$ cat src/design/plc_pkg.sv
// Functional notes
// - enable low holds outputs low, lock low
// - enable high restarts locking to reference
// - counter clear returns every divider counter
// - clear high keeps outputs cleared, lock low
// - clear release begins a new lock sequence
// - detector enable gates corrections, oscillator runs
// - detector off: outputs keep toggling, may drift
// - user drops detector enable when reference lost
// - switchover request starts manual reference change
// - lock high when locked, low otherwise
// - lock may chatter; single high not final
// - outputs zero, one global; two also pin
// - references come from dedicated clock pins
// - control inputs from fabric logic or pins
// - multiplier, post-scale 1..32; pre-divider 1..4
// - output = input times m over n times C
`default_nettype none

package plc_pkg;

  // ----------------------------------------------------------------
  // divider settings
  // ----------------------------------------------------------------
  localparam int SET_W        = 6;
  localparam int MULT_MIN     = 1;
  localparam int MULT_MAX     = 32;
  localparam int PRE_MIN      = 1;
  localparam int PRE_MAX      = 4;
  localparam int POST_MIN     = 1;
  localparam int POST_MAX     = 32;
  localparam int MULT_DEFAULT = 4;
  localparam int PRE_DEFAULT  = 1;
  localparam int POST_DEFAULT = 2;

  // ----------------------------------------------------------------
  // timing model
  // ----------------------------------------------------------------
  localparam int PERIOD_W          = 16;
  localparam int LOCK_REF_CYCLES   = 16;
  localparam int LOCK_W            = 8;
  localparam int STABLE_CYCLES     = 32;
  localparam int STABLE_W          = 8;
  localparam int PIN_SYNC_STAGES   = 3;
  localparam int NUM_OUTPUTS       = 3;

  // ----------------------------------------------------------------
  // lock tracking states
  // ----------------------------------------------------------------
  typedef enum logic [1:0] {
    LOCK_OFF     = 2'b00,
    LOCK_ACQUIRE = 2'b01,
    LOCK_LOCKED  = 2'b10
  } plc_lock_state_type;

endpackage

`default_nettype wire

$ cat src/design/plc_link_if.sv
`default_nettype none

interface plc_link_if;
  logic pllEnable;
  logic counterClear;
  logic pfdEnable;
  logic switchRequest;
  logic lockIndicator;
  logic scaledOutZero;
  logic scaledOutOne;
  logic scaledOutTwo;

  // ----------------------------------------------------------------
  // one view per party
  // ----------------------------------------------------------------
  modport device (
    input  pllEnable,
    input  counterClear,
    input  pfdEnable,
    input  switchRequest,
    output lockIndicator,
    output scaledOutZero,
    output scaledOutOne,
    output scaledOutTwo
  );

  modport user (
    output pllEnable,
    output counterClear,
    output pfdEnable,
    output switchRequest,
    input  lockIndicator,
    input  scaledOutZero,
    input  scaledOutOne,
    input  scaledOutTwo
  );
endinterface

`default_nettype wire

$ cat src/design/plc_device_end.sv
`default_nettype none

module plc_device_end
  import plc_pkg::*;
#(
  parameter int MULT_SETTING  = MULT_DEFAULT,
  parameter int PRE_SETTING   = PRE_DEFAULT,
  parameter int POST0_SETTING = POST_DEFAULT,
  parameter int POST1_SETTING = POST_DEFAULT,
  parameter int POST2_SETTING = POST_DEFAULT
) (
  input  wire logic     sys_clk,
  input  wire logic     rst_n,
  input  wire logic     refClkPrimaryPin,
  input  wire logic     refClkSecondaryPin,
  plc_link_if.device    link,
  output logic          extClkOut,
  output logic          refSelSecondary
);

  // ----------------------------------------------------------------
  // helpers
  // ----------------------------------------------------------------
  // settings outside the legal range are pinned to the nearest bound
  function automatic logic [SET_W-1:0] clampSetting(input int value, input int lo, input int hi);
    int v;
    v = value;
    if (v < lo) begin
      v = lo;
    end else if (v > hi) begin
      v = hi;
    end
    return v[SET_W-1:0];
  endfunction

  localparam logic [SET_W-1:0] MULT_SET = clampSetting(MULT_SETTING, MULT_MIN, MULT_MAX);
  localparam logic [SET_W-1:0] PRE_SET  = clampSetting(PRE_SETTING, PRE_MIN, PRE_MAX);
  localparam logic [SET_W-1:0] POST_SET [NUM_OUTPUTS] = '{
    clampSetting(POST0_SETTING, POST_MIN, POST_MAX),
    clampSetting(POST1_SETTING, POST_MIN, POST_MAX),
    clampSetting(POST2_SETTING, POST_MIN, POST_MAX)
  };
  localparam logic [PERIOD_W-1:0] VCO_STEP = {{(PERIOD_W-SET_W-1){1'b0}}, MULT_SET, 1'b0};
  localparam logic [LOCK_W-1:0]   LOCK_LAST = LOCK_W'(LOCK_REF_CYCLES - 1);

  // ----------------------------------------------------------------
  // declarations
  // ----------------------------------------------------------------
  logic [PIN_SYNC_STAGES-1:0] syncPrimary_reg;
  logic [PIN_SYNC_STAGES-1:0] syncSecondary_reg;
  logic [1:0]                 refLevel_reg;
  logic [1:0]                 refLevelPrev_reg;
  logic                       refRise;
  logic                       holdOff;
  logic                       switchPrev_reg;
  logic                       switchEvent;
  logic                       refSel_reg;
  logic [SET_W-1:0]           preCount_reg;
  logic                       refTick;
  logic [PERIOD_W-1:0]        periodCount_reg;
  logic [PERIOD_W-1:0]        refPeriod_reg;
  logic [PERIOD_W-1:0]        phaseAcc_reg;
  logic [PERIOD_W:0]          phaseSum;
  logic                       vcoHalf_reg;
  logic [SET_W-1:0]           postCount_reg [NUM_OUTPUTS];
  logic [NUM_OUTPUTS-1:0]     outLevel_reg;
  logic                       extLevel_reg;
  plc_lock_state_type         lockState_reg;
  logic [LOCK_W-1:0]          lockCount_reg;
  logic                       lock_reg;

  // either control ends the loop: outputs cleared, counters reset, lock lost
  assign holdOff = !link.pllEnable || link.counterClear;

  // ----------------------------------------------------------------
  // reference pins
  // ----------------------------------------------------------------
  // reference pins are foreign to sys_clk; three stages, accept when the last two agree
  always_ff @(posedge sys_clk or negedge rst_n) begin
    if (!rst_n) begin
      syncPrimary_reg   <= '0;
      syncSecondary_reg <= '0;
    end else begin
      syncPrimary_reg   <= {syncPrimary_reg[PIN_SYNC_STAGES-2:0], refClkPrimaryPin};
      syncSecondary_reg <= {syncSecondary_reg[PIN_SYNC_STAGES-2:0], refClkSecondaryPin};
    end
  end

  // filtered level only moves when the last two stages agree
  always_ff @(posedge sys_clk or negedge rst_n) begin
    if (!rst_n) begin
      refLevel_reg     <= 2'h0;
      refLevelPrev_reg <= 2'h0;
    end else begin
      if (syncPrimary_reg[1] == syncPrimary_reg[2]) begin
        refLevel_reg[0] <= syncPrimary_reg[2];
      end
      if (syncSecondary_reg[1] == syncSecondary_reg[2]) begin
        refLevel_reg[1] <= syncSecondary_reg[2];
      end
      refLevelPrev_reg <= refLevel_reg;
    end
  end

  assign refRise = refLevel_reg[refSel_reg] && !refLevelPrev_reg[refSel_reg];

  // ----------------------------------------------------------------
  // manual switchover
  // ----------------------------------------------------------------
  // a rising request flips the source; lock is re-acquired on the new one
  assign switchEvent = link.switchRequest && !switchPrev_reg;

  always_ff @(posedge sys_clk or negedge rst_n) begin
    if (!rst_n) begin
      switchPrev_reg <= 1'b0;
      refSel_reg     <= 1'b0;
    end else begin
      switchPrev_reg <= link.switchRequest;
      if (switchEvent) begin
        refSel_reg <= !refSel_reg;
      end
    end
  end

  // ----------------------------------------------------------------
  // pre-divider
  // ----------------------------------------------------------------
  assign refTick = refRise && (preCount_reg == PRE_SET - 6'h01);

  always_ff @(posedge sys_clk or negedge rst_n) begin
    if (!rst_n) begin
      preCount_reg <= '0;
    end else if (holdOff) begin
      preCount_reg <= '0;
    end else if (refTick) begin
      preCount_reg <= '0;
    end else if (refRise) begin
      preCount_reg <= preCount_reg + 6'h01;
    end
  end

  // ----------------------------------------------------------------
  // phase detector: reference period in sys_clk cycles
  // ----------------------------------------------------------------
  // with the detector off the last period is kept, so the oscillator free-runs
  always_ff @(posedge sys_clk or negedge rst_n) begin
    if (!rst_n) begin
      periodCount_reg <= '0;
      refPeriod_reg   <= '0;
    end else if (holdOff) begin
      periodCount_reg <= '0;
      refPeriod_reg   <= '0;
    end else if (refTick) begin
      periodCount_reg <= '0;
      if (link.pfdEnable && periodCount_reg != '0) begin
        refPeriod_reg <= periodCount_reg + 16'h0001;
      end
    end else if (periodCount_reg != '1) begin
      periodCount_reg <= periodCount_reg + 16'h0001;
    end
  end

  // ----------------------------------------------------------------
  // oscillator: 2*m half periods per reference period
  // ----------------------------------------------------------------
  // limitation: the modelled oscillator cannot exceed half the sys_clk rate
  assign phaseSum = {1'b0, phaseAcc_reg} + {1'b0, VCO_STEP};

  always_ff @(posedge sys_clk or negedge rst_n) begin
    if (!rst_n) begin
      phaseAcc_reg <= '0;
      vcoHalf_reg  <= 1'b0;
    end else if (holdOff || refPeriod_reg == '0) begin
      phaseAcc_reg <= '0;
      vcoHalf_reg  <= 1'b0;
    end else if (phaseSum >= {1'b0, refPeriod_reg}) begin
      phaseAcc_reg <= PERIOD_W'(phaseSum - {1'b0, refPeriod_reg});
      vcoHalf_reg  <= 1'b1;
    end else begin
      phaseAcc_reg <= phaseSum[PERIOD_W-1:0];
      vcoHalf_reg  <= 1'b0;
    end
  end

  // ----------------------------------------------------------------
  // post-scale counters
  // ----------------------------------------------------------------
  // each output toggles every C half periods: one output period per C oscillator periods
  always_ff @(posedge sys_clk or negedge rst_n) begin
    if (!rst_n) begin
      for (int i = 0; i < NUM_OUTPUTS; i++) begin
        postCount_reg[i] <= '0;
      end
      outLevel_reg <= '0;
      extLevel_reg <= 1'b0;
    end else if (holdOff) begin
      for (int i = 0; i < NUM_OUTPUTS; i++) begin
        postCount_reg[i] <= '0;
      end
      outLevel_reg <= '0;
      extLevel_reg <= 1'b0;
    end else if (vcoHalf_reg) begin
      for (int i = 0; i < NUM_OUTPUTS; i++) begin
        if (postCount_reg[i] == POST_SET[i] - 6'h01) begin
          postCount_reg[i] <= '0;
          outLevel_reg[i]  <= !outLevel_reg[i];
        end else begin
          postCount_reg[i] <= postCount_reg[i] + 6'h01;
        end
      end
      // external pin twins the third output from its own flop
      if (postCount_reg[2] == POST_SET[2] - 6'h01) begin
        extLevel_reg <= !outLevel_reg[2];
      end
    end
  end

  // ----------------------------------------------------------------
  // lock detect
  // ----------------------------------------------------------------
  // lock is granted after a fixed run of reference ticks, restarted by a hold-off or a switchover
  always_ff @(posedge sys_clk or negedge rst_n) begin
    if (!rst_n) begin
      lockState_reg <= LOCK_OFF;
      lockCount_reg <= '0;
      lock_reg      <= 1'b0;
    end else if (holdOff) begin
      lockState_reg <= LOCK_OFF;
      lockCount_reg <= '0;
      lock_reg      <= 1'b0;
    end else begin
      case (lockState_reg)
        LOCK_OFF: begin
          lockState_reg <= LOCK_ACQUIRE;
          lockCount_reg <= '0;
          lock_reg      <= 1'b0;
        end
        LOCK_ACQUIRE: begin
          if (switchEvent) begin
            lockCount_reg <= '0;
          end else if (refTick && refPeriod_reg != '0) begin
            if (lockCount_reg == LOCK_LAST) begin
              lockState_reg <= LOCK_LOCKED;
              lock_reg      <= 1'b1;
            end else begin
              lockCount_reg <= lockCount_reg + 8'h01;
            end
          end
        end
        LOCK_LOCKED: begin
          // a new source means the loop is out of lock until it settles again
          if (switchEvent) begin
            lockState_reg <= LOCK_ACQUIRE;
            lockCount_reg <= '0;
            lock_reg      <= 1'b0;
          end
        end
        default: begin
          lockState_reg <= LOCK_OFF;
          lock_reg      <= 1'b0;
        end
      endcase
    end
  end

  // ----------------------------------------------------------------
  // outputs
  // ----------------------------------------------------------------
  assign link.lockIndicator = lock_reg;
  assign link.scaledOutZero = outLevel_reg[0];
  assign link.scaledOutOne  = outLevel_reg[1];
  assign link.scaledOutTwo  = outLevel_reg[2];
  assign extClkOut          = extLevel_reg;
  assign refSelSecondary    = refSel_reg;

endmodule

`default_nettype wire

$ cat src/flat_wrapper.sv
// flat-port wrapper written by rule: the top's interface ports become plain ports
module plc_device_end_flat import plc_pkg::*;
#(
  parameter int MULT_SETTING  = MULT_DEFAULT,
  parameter int PRE_SETTING   = PRE_DEFAULT,
  parameter int POST0_SETTING = POST_DEFAULT,
  parameter int POST1_SETTING = POST_DEFAULT,
  parameter int POST2_SETTING = POST_DEFAULT
)
  (sys_clk, rst_n, refClkPrimaryPin, refClkSecondaryPin, extClkOut, refSelSecondary, link_pllEnable, link_counterClear, link_pfdEnable, link_switchRequest, link_lockIndicator, link_scaledOutZero, link_scaledOutOne, link_scaledOutTwo);
  plc_link_if link_i ();
  input  wire logic sys_clk;
  input  wire logic rst_n;
  input  wire logic refClkPrimaryPin;
  input  wire logic refClkSecondaryPin;
  output logic extClkOut;
  output logic refSelSecondary;
  input wire logic [$bits(link_i.pllEnable)-1:0] link_pllEnable;
  input wire logic [$bits(link_i.counterClear)-1:0] link_counterClear;
  input wire logic [$bits(link_i.pfdEnable)-1:0] link_pfdEnable;
  input wire logic [$bits(link_i.switchRequest)-1:0] link_switchRequest;
  output wire logic [$bits(link_i.lockIndicator)-1:0] link_lockIndicator;
  output wire logic [$bits(link_i.scaledOutZero)-1:0] link_scaledOutZero;
  output wire logic [$bits(link_i.scaledOutOne)-1:0] link_scaledOutOne;
  output wire logic [$bits(link_i.scaledOutTwo)-1:0] link_scaledOutTwo;
  assign link_i.pllEnable = link_pllEnable;
  assign link_i.counterClear = link_counterClear;
  assign link_i.pfdEnable = link_pfdEnable;
  assign link_i.switchRequest = link_switchRequest;
  assign link_lockIndicator = link_i.lockIndicator;
  assign link_scaledOutZero = link_i.scaledOutZero;
  assign link_scaledOutOne = link_i.scaledOutOne;
  assign link_scaledOutTwo = link_i.scaledOutTwo;
  plc_device_end #(.MULT_SETTING(MULT_SETTING), .PRE_SETTING(PRE_SETTING), .POST0_SETTING(POST0_SETTING), .POST1_SETTING(POST1_SETTING), .POST2_SETTING(POST2_SETTING)) u_core (.sys_clk(sys_clk), .rst_n(rst_n), .refClkPrimaryPin(refClkPrimaryPin), .refClkSecondaryPin(refClkSecondaryPin), .link(link_i), .extClkOut(extClkOut), .refSelSecondary(refSelSecondary));
endmodule
$ cat config.mk
export PLATFORM = sky130hd
export DESIGN_NAME = plc_device_end_flat
export DESIGN_NICKNAME = d
export VERILOG_FILES = /design/src/design/plc_pkg.sv /design/src/design/plc_link_if.sv /design/src/design/plc_device_end.sv /design/src/flat_wrapper.sv
export SDC_FILE = /design/constraint.sdc
export NUM_CORES = 1
export LEC_CHECK = 0
export BUFFER_PORTS_ARGS = -buffer_cell sky130_fd_sc_hd__buf_2
export CORE_ASPECT_RATIO = 0.6
export CORE_UTILIZATION = 35
export CTS_CLUSTER_SIZE = 8
export DETAILED_ROUTE_END_ITERATION = 8
export GPL_ROUTABILITY_DRIVEN = 0
export PLACE_DENSITY = 0.57
export SYNTH_ARGS = -nofsm -noshare
export SYNTH_HDL_FRONTEND = slang
export SYNTH_SLANG_ARGS = --single-unit
$ cat constraint.sdc
create_clock -name sys_clk -period 3.7 [get_ports sys_clk]
set_input_delay 0.74 -clock sys_clk [delete_from_list [all_inputs] [get_ports sys_clk]]
set_output_delay 0.74 -clock sys_clk [all_outputs]
set_load 0.005 [all_outputs]
==> flow_summary.toml, run 1 <==
[yosys]
ys_warn_count = 0
synthFlopType = "dfrtp_1"
synthTopCellsByArea = "dfrtp_1, ha_1, nand2_1"
synth_area_per_cell_um2 = 9.08
ys_seq_area_frac = 0.430
netlist_area_um2 = 5760
synthArstFlopShare = 1.00
synth_edf_count = 0
syn-instance-count = 635
yosysTopAreaCell = "dfrtp_1"
ys_types = 67
ys_ff_latch = 99
syn-num-nets = 672
synth_top_area_frac = 0.430

[cells_and_area]
antenna_cells = 0
layout_commonest_cell = "dfrtp_1"
largest_reg_flops = 18
fin_util = 0.403
fin_nets = 684
layout.cells.non_filler = 855
final_layout_size_suffix_gt1_frac = 0.0798
layout_common_cells = "dfrtp_1, nand2_1, o21ai_0, nor2_1"
syn_to_final_growth_pct = 9.96

[timing]
setup_viol_count_final = 0
finalHoldViolCount = 0
min_period_over_period = 0.905
fin_skew_ns = 0.00811
rsz0062_at_grt = "no"
fin_crit_ns = 3.35
worstMarginPinSlew_ns = 0.763
max_freq_mhz = 299
setup_slack_ns = 0.351
max_slew_margin = 0.492
maxSlewViolCount = 0
setup_tns_ns = 0

[route]
drt-total-wl_um = 13900
viasPerCell = 5.58
vias = 4774
drcViolationCount = 0
drt-wirelength-per-cell_um = 16.3
drt_iter0_markers = 418
first_pass_iters = 5
ant_nets = 0

[flow_run]
maxCapViolCount = 0

[cts]
clk_pin_slew_ns = 0.07
cts_htree_levels = 3
numCtsBuffers = 9
worst_skew_pair.late_latency_ns = 0.34
cts_resized = 0
cts_tree = "done"
max-clock-path-buffers = 2
cts.sinks = 99
cts-root-buf = "clkbuf_16"
hold_buffers = 0
cts_setup_buffers = 0

[hold_path]
holdCritPathClass = "reg -> reg"
worstHoldStart = "u_core.syncPrimary_reg[0]"

[worst_setup_path]
setup.worst_path.start = "u_core.phaseAcc_reg[5]"
worst-path-buf-inv = 0
slowest_delay_ns = 0.42
crit_chain = "and4_1 -> nand4_1 -> nor2_1 -> xor2_1 -> ha_1 -> nand2_1 -> nor3_1 -> o21ai_1 -> a41o_2 -> nand2_1 -> a211oi_1"
cp_data_required_time_ns = 3.93
crit_top_cell = "nand2_1"
r2r-start = "u_core.phaseAcc_reg[5]"
crit_type = "reg -> reg"
endpoint_kind = "register"
crit_slowest_cell = "a41o_2"
crit_path_start_kind = "register"
r2r_slack_ns = 0.35
critPathTopFamily = "simple AND/OR/NAND/NOR gates"
worstPathArrival_ns = 3.58
path_max_fanout = 12

[placed_design]
hpwl_um = 10400
pre_cts_ws_ns = 0.237
dpl.cell_count = 839
numPortBuffers = 13

[grt]
grt-ovfl-total = 0
grt_max_degree = 60
track_usage = 0.175
antenna_found_initial = 0
grt_pass1_vias = 4484
grt_pass1_wl_um = 23400

[die]
core_area_um2 = 15700
io-pin-count = 14
dieArea_um2 = 17000
die_h_um = 101
start_util = 0.367
rows = 35
die_w_um = 168

[pwr]
ir_drop_mv = 0.214
p_leak_nw = 2.74
powerDensity_nw_per_um2 = 381

[run_status]
run_status = "complete, no violations"
-- area by class of cell --
class                      count  area (um^2)
sequential                    99         2480
tap                          203          254
multi-input combinational    482         3060
clock inverter                 7         58.8
fill                        1511         9380
inverter                      33          124
timing repair buffer          22          135
clock buffer                   9          225
-- metrics by stage --
step	power [mW]	hold WS [ns]	instance area [um^2]
2_1_floorplan	1.41	0.331	5760
3_3_place_gp	1.52	0.344	6050
3_5_place_dp	1.53	0.352	6050
4_1_cts	2.43	0.369	6340
5_1_grt	2.53	0.375	6340
6_report	2.42	0.362	6340
-- routing by layer --
layer	global-route usage	vias up	wire length, um
met5	0	-	0
met4	0.0332	0	53
met3	0.0485	4	1050
met2	0.241	143	5370
met1	0.269	2332	7470
li1	-	2295	-
-- worst reg2reg max path, cell delays in order, from the launching register on --
cell and delay [ns]:
dfrtp_1 0.41, and4_1 0.26, nand4_1 0.33, nor2_1 0.25, xor2_1 0.23, ha_1 0.35
nand2_1 0.14, nor3_1 0.08, o21ai_1 0.21, a41o_2 0.42, nand2_1 0.24, a211oi_1 0.32
-- cells in the mapped netlist, types with 9 or more instances --
cell      count
a21oi_1      32
nand4_1      15
xnor2_1      25
inv_1        33
nor2_1       45
xor2_1       15
nand2_1      73
ha_1         28
o31ai_1      19
nand3_1      33
nor3_1       17
nand2b_1     13
dfrtp_1      99
and3_1       15
o21ai_0      50
o21ai_1       9
nor4_1        9
clkbuf_1     14
-- final timing paths --
kind | endpoint | depth (start not counted)
max | u_core.phaseAcc_reg[0] | 11
min | u_core.syncPrimary_reg[1] | 0
max reg2reg | u_core.phaseAcc_reg[0] | 11
min reg2reg | u_core.syncPrimary_reg[1] | 0
max in group asynchronous | u_core.phaseAcc_reg[0] | 2
min in group asynchronous | u_core.lockCount_reg[4] | 1
-- power by group --
group          internal, mW  leakage (nW)  switching [mW]
sequential             1.11          1.35          0.0362
combinational         0.125          1.25           0.239
clock                 0.468         0.139           0.436
-- cells by family (layout without fill, tap and decap cells) --
family	Yosys count	count (layout)	synth area share
buffers and inverters	54	71	0.0389
and+or+nand+nor	246	246	0.213
AOI/OAI and AO/OA	155	155	0.168
adders and majority gates	31	31	0.0677
DFF	99	99	0.430
xor gates and xnor gates	40	40	0.0608
muxes	10	10	0.0221
Note: power is estimated with default switching activity, not from simulation.
==> run 2, diff against run 1 <==
--- a/config.mk
+++ b/config.mk
@@ -8,6 +8,7 @@
 export BUFFER_PORTS_ARGS = -buffer_cell sky130_fd_sc_hd__buf_2
 export CORE_ASPECT_RATIO = 0.6
 export CORE_UTILIZATION = 35
+export CTS_BUF_LIST = sky130_fd_sc_hd__clkbuf_4
 export CTS_CLUSTER_SIZE = 8
 export DETAILED_ROUTE_END_ITERATION = 8
 export GPL_ROUTABILITY_DRIVEN = 0
==> flow_summary.toml, run 2 (synthesized netlist as in run 1, its figures left out) <==
[cts]
cts_htree_levels = 3
hold_buffers = 0
cts_tree = "done"
cts.sinks = 99
worst_skew_pair.late_latency_ns = 0.45
numCtsBuffers = 9
clk_pin_slew_ns = 0.16
cts-root-buf = "clkbuf_4"
max-clock-path-buffers = 2

[pwr]
powerDensity_nw_per_um2 = 332
p_comb_frac = 0.176
intPower_mw = 1.39
clkPwrFrac = 0.264
ir_drop_mv = 0.138
swShare = 0.324
net-switching-power_mw = 0.665
p_seq_frac = 0.560
p_leak_nw = 2.67

[timing]
min_period_over_period = 0.905
rsz0062_at_grt = "no"
max_freq_mhz = 299
worstMarginPinSlew_ns = 0.756
setup_slack_ns = 0.351
max_slew_margin = 0.496
setup_tns_ns = 0
fin_crit_ns = 3.35
finalHoldViolCount = 0
setup_viol_count_final = 0
maxSlewViolCount = 0
fin_skew_ns = 0.0176

[grt]
grt_max_degree = 60
grt-ovfl-total = 0
track_usage = 0.175
antenna_found_initial = 0
grt_pass1_wl_um = 23400
grt_pass1_vias = 4473

[worst_setup_path]
cp_data_required_time_ns = 4.05
r2r-start = "u_core.phaseAcc_reg[5]"
worstPathArrival_ns = 3.70
crit_path_start_kind = "register"
setup.worst_path.start = "u_core.phaseAcc_reg[5]"
endpoint_kind = "register"
path_max_fanout = 12
crit_type = "reg -> reg"

[cells_and_area]
syn_to_final_growth_pct = 7.23
layout_common_cells = "dfrtp_1, nand2_1, o21ai_0, nor2_1"
regArea_um2 = 2480
final_cell_area_um2 = 6180
layout.cells.non_filler = 855
antenna_cells = 0
fin_nets = 684
largest_reg_flops = 18
n_fill_cell = 1533
multi_input_area_um2 = 3060
layout_commonest_cell = "dfrtp_1"
fin_util = 0.393
final_layout_size_suffix_gt1_frac = 0.0798

[die]
die_w_um = 168
dieArea_um2 = 17000
start_util = 0.367
die_h_um = 101
core_area_um2 = 15700
io-pin-count = 14
rows = 35

[route]
drt_iter0_markers = 426
first_pass_iters = 5
vias = 4774
drt-total-wl_um = 13900
viasPerCell = 5.58
drt-wirelength-per-cell_um = 16.3
ant_nets = 0
drcViolationCount = 0

[placed_design]
numPortBuffers = 13
dpl.cell_count = 839
placed_cell_area_um2 = 6050
hpwl_um = 10400
pre_cts_ws_ns = 0.237

[flow_run]
maxCapViolCount = 0

[run_status]
run_status = "complete, no violations"

[hold_path]
holdCritPathClass = "in -> async"
==> run 2: changes by cell type in the layout (fill, tap and decap cells not counted) <==
cell and delta:
clkbuf_4 +9, clkbuf_16 -9
==> run 2: metal layers <==
layer	share of wire	track usage	vias to the layer above
met5	0	0	-
met4	0.0058	0.0332	0
met3	0.068	0.0453	8
met2	0.39	0.242	126
met1	0.54	0.269	2345
li1	-	-	2295
==> run 2: final cells by class <==
| type | instances | area share |
|---|---|---|
| Multi-Input combinational cell | 482 | 0.496 |
| Sequential cell | 99 | 0.401 |
| Tap cell | 203 | 0.0411 |
| Timing Repair Buffer | 22 | 0.0219 |
| Inverter | 33 | 0.0200 |
| Clock buffer | 9 | 0.0109 |
| Clock inverter | 7 | 0.00951 |
==> run 2: path summary, 6_finish.rpt <==
check                                             end  slack, ns  depth (start not counted)
setup / recovery               u_core.phaseAcc_reg[0]       0.35                         11
hold / removal             u_core.periodCount_reg[13]       0.34                          1
setup reg to reg               u_core.phaseAcc_reg[0]       0.35                         11
hold reg to reg             u_core.syncPrimary_reg[1]       0.37                          0
max in group asynchronous     u_core.refPeriod_reg[1]       2.56                          2
min in group sys_clk        u_core.syncPrimary_reg[1]       0.37                          0
==> run 2: what timing repair did <==
action                                  4_1_cts  5_1_grt
buffers inserted                              0        0
hold endpoints to repair                      0        0
endpoints found under the setup margin        0        2
resized for setup                             0        1
==> run 2: power by group through the flow <==
| stage | registers (mW) | clock network (mW) | logic, mW |
|---|---|---|---|
| after floorplan | 1.15 | 0 | 0.253 |
| after global placement | 1.17 | 0 | 0.352 |
| after detailed placement | 1.17 | 0 | 0.357 |
| after CTS | 1.15 | 0.565 | 0.359 |
| after global routing | 1.15 | 0.609 | 0.405 |
| final | 1.15 | 0.542 | 0.362 |
==> run 2: stage by stage <==
stage	hold WS (ns)	power [mW]
global placement	0.344	1.52
floorplan	0.331	1.41
global route	0.326	2.17
detailed placement	0.352	1.53
finish	0.339	2.05
CTS	0.337	2.07
==> run 2: critical path, cell delays in order (launching register included) <==
cell	delay [ns]
dfrtp_1	0.44
and4_1	0.26
nand4_1	0.32
nor2_1	0.25
xor2_1	0.23
ha_1	0.35
nand2_1	0.14
nor3_1	0.08
o21ai_1	0.20
a41o_2	0.42
nand2_1	0.23
a211oi_1	0.32
==> run 3, diff against run 2 <==
--- a/config.mk
+++ b/config.mk
@@ -11,8 +11,7 @@
 export CTS_BUF_LIST = sky130_fd_sc_hd__clkbuf_4
 export CTS_CLUSTER_SIZE = 8
 export DETAILED_ROUTE_END_ITERATION = 8
-export GPL_ROUTABILITY_DRIVEN = 0
-export PLACE_DENSITY = 0.57
+export PLACE_DENSITY_LB_ADDON = 0.25
 export SYNTH_ARGS = -nofsm -noshare
 export SYNTH_HDL_FRONTEND = slang
 export SYNTH_SLANG_ARGS = --single-unit
==> constraint.sdc (replaced) <==
create_clock -name sys_clk -period 3.8 [get_ports sys_clk]
set_input_delay 0.76 -clock sys_clk [delete_from_list [all_inputs] [get_ports sys_clk]]
set_output_delay 0.76 -clock sys_clk [all_outputs]
set_load 0.005 [all_outputs]
==> flow_summary.toml, run 3 (synthesized netlist as in run 1, its figures left out) <==
[run_status]
run_status = "complete, no violations"

[grt]
groute.layer.met2.usage = 0.231
grt_pass1_wl_um = 23100
busiest_layer = "met1"
track_usage = 0.173
grt-ovfl-total = 0
grt_max_degree = 58
grt_use_met1 = 0.274
grtUsageMet3 = 0.0399
grt_pass1_vias = 4399
antenna_found_initial = 0

[cells_and_area]
antenna_cells = 0
fin_util = 0.394
layout_common_cells = "dfrtp_1, nand2_1, o21ai_0, nor2_1"
final_layout_size_suffix_gt1_frac = 0.0768
fin_nets = 683
layout_commonest_cell = "dfrtp_1"
n_fill_cell = 1546
final_cell_area_um2 = 6190
syn_to_final_growth_pct = 7.47
regArea_um2 = 2480
multi_input_area_um2 = 3060
largest_reg_flops = 18

[worst_setup_path]
r2r-start = "u_core.phaseAcc_reg[5]"
endpoint_kind = "register"
reg2reg_depth = 11
path_max_fanout = 12
crit_type = "reg -> reg"
worstPathArrival_ns = 3.82
cp_data_required_time_ns = 4.16
timing.rr.end = "u_core.phaseAcc_reg[0]"
r2r_slack_ns = 0.34
crit_path_start_kind = "register"

[route]
first_pass_iters = 5
viasPerCell = 5.53
vias = 4723
drt_iter0_markers = 378
drt-wirelength-per-cell_um = 16.1
drcViolationCount = 0
drt-total-wl_um = 13700
ant_nets = 0

[placed_design]
hpwl_um = 10200
numPortBuffers = 13
gp_congestion = 0.890
placed_cell_area_um2 = 6050

[pwr]
ir_drop_mv = 0.142
powerDensity_nw_per_um2 = 333
power_mw = 2.07
p_leak_nw = 2.68

[cts]
worst_skew_pair.late_latency_ns = 0.46
max-clock-path-buffers = 2
cts-root-buf = "clkbuf_4"
clk_pin_slew_ns = 0.18
cts.sinks = 99
cts_resized = 0
hold_buffers = 0
numCtsBuffers = 9
cts_setup_buffers = 0
cts_tree = "done"
cts_htree_levels = 3

[timing]
fin_skew_ns = 0.0213
finalHoldViolCount = 0
maxSlewViolCount = 0
timing.hold.ws_ns = 0.309
setup_tns_ns = 0
min_period_over_period = 0.911
worstMarginPinSlew_ns = 0.739
max_freq_mhz = 289
fin_crit_ns = 3.46
rsz0062_at_grt = "no"
max_slew_margin = 0.507
setup_viol_count_final = 0

[flow_run]
maxCapViolCount = 0

[die]
die_w_um = 168
io-pin-count = 14
dieArea_um2 = 17000
die_h_um = 101
core_area_um2 = 15700
rows = 35
start_util = 0.367

[hold_path]
holdCritPathClass = "in -> async"
## run 3: cell types whose count changed in the layout (fill, tap and decap cells not counted), sizes merged
cell      delta
bufinv       +1
clkinvlp     -1
buf          -1
## run 3: stage by stage
| step | instances | worst slack, ns |
|---|---|---|
| after detailed placement | 838 | 0.478 |
| after floorplan | 635 | 1.07 |
| after global placement | 838 | 0.634 |
| after CTS | 854 | 0.431 |
| final | 854 | 0.338 |
| after global routing | 854 | 0.0286 |
## run 3: final cells by class
class	instances	area share
clock buffers	9	0.0109
clock inverters	7	0.0131
inverters	33	0.0200
multi-input cells	482	0.494
flip-flops and latches	99	0.400
well taps	203	0.0410
repair buffers	21	0.0206
## run 3: how the worst max path moves through the flow
stage	from	endpoint	cells past startpoint
after floorplan	u_core.phaseAcc_reg[5]	u_core.phaseAcc_reg[2]	12
after global placement	u_core.phaseAcc_reg[5]	u_core.phaseAcc_reg[0]	10
after detailed placement	u_core.phaseAcc_reg[5]	u_core.phaseAcc_reg[0]	10
after CTS	u_core.phaseAcc_reg[5]	u_core.phaseAcc_reg[0]	10
after global routing	u_core.phaseAcc_reg[5]	u_core.phaseAcc_reg[15]	12
final	u_core.phaseAcc_reg[5]	u_core.phaseAcc_reg[0]	11
## run 3: layer usage
metal | part of all wire | up-vias
met4 | 0.0062 | 0
li1 | - | 2296
met3 | 0.064 | 8
met1 | 0.55 | 2282
met5 | 0 | -
met2 | 0.38 | 137
## run 3: where the power goes
group          total (mW)  internal (mW)  switching [mW]
clock network       0.601          0.213           0.388
logic               0.352          0.120           0.232
registers            1.11           1.08          0.0300
## run 3: critical path: stages (launching register included)
cell and delay [ns]:
dfrtp_1 0.45, and4_1 0.26, nand4_1 0.32, nor2_1 0.22
xor2_1 0.21, ha_1 0.35, nand2_1 0.13, nor3_1 0.08
o21ai_1 0.21, a41o_1 0.53, nand2_1 0.30, a211oi_1 0.30
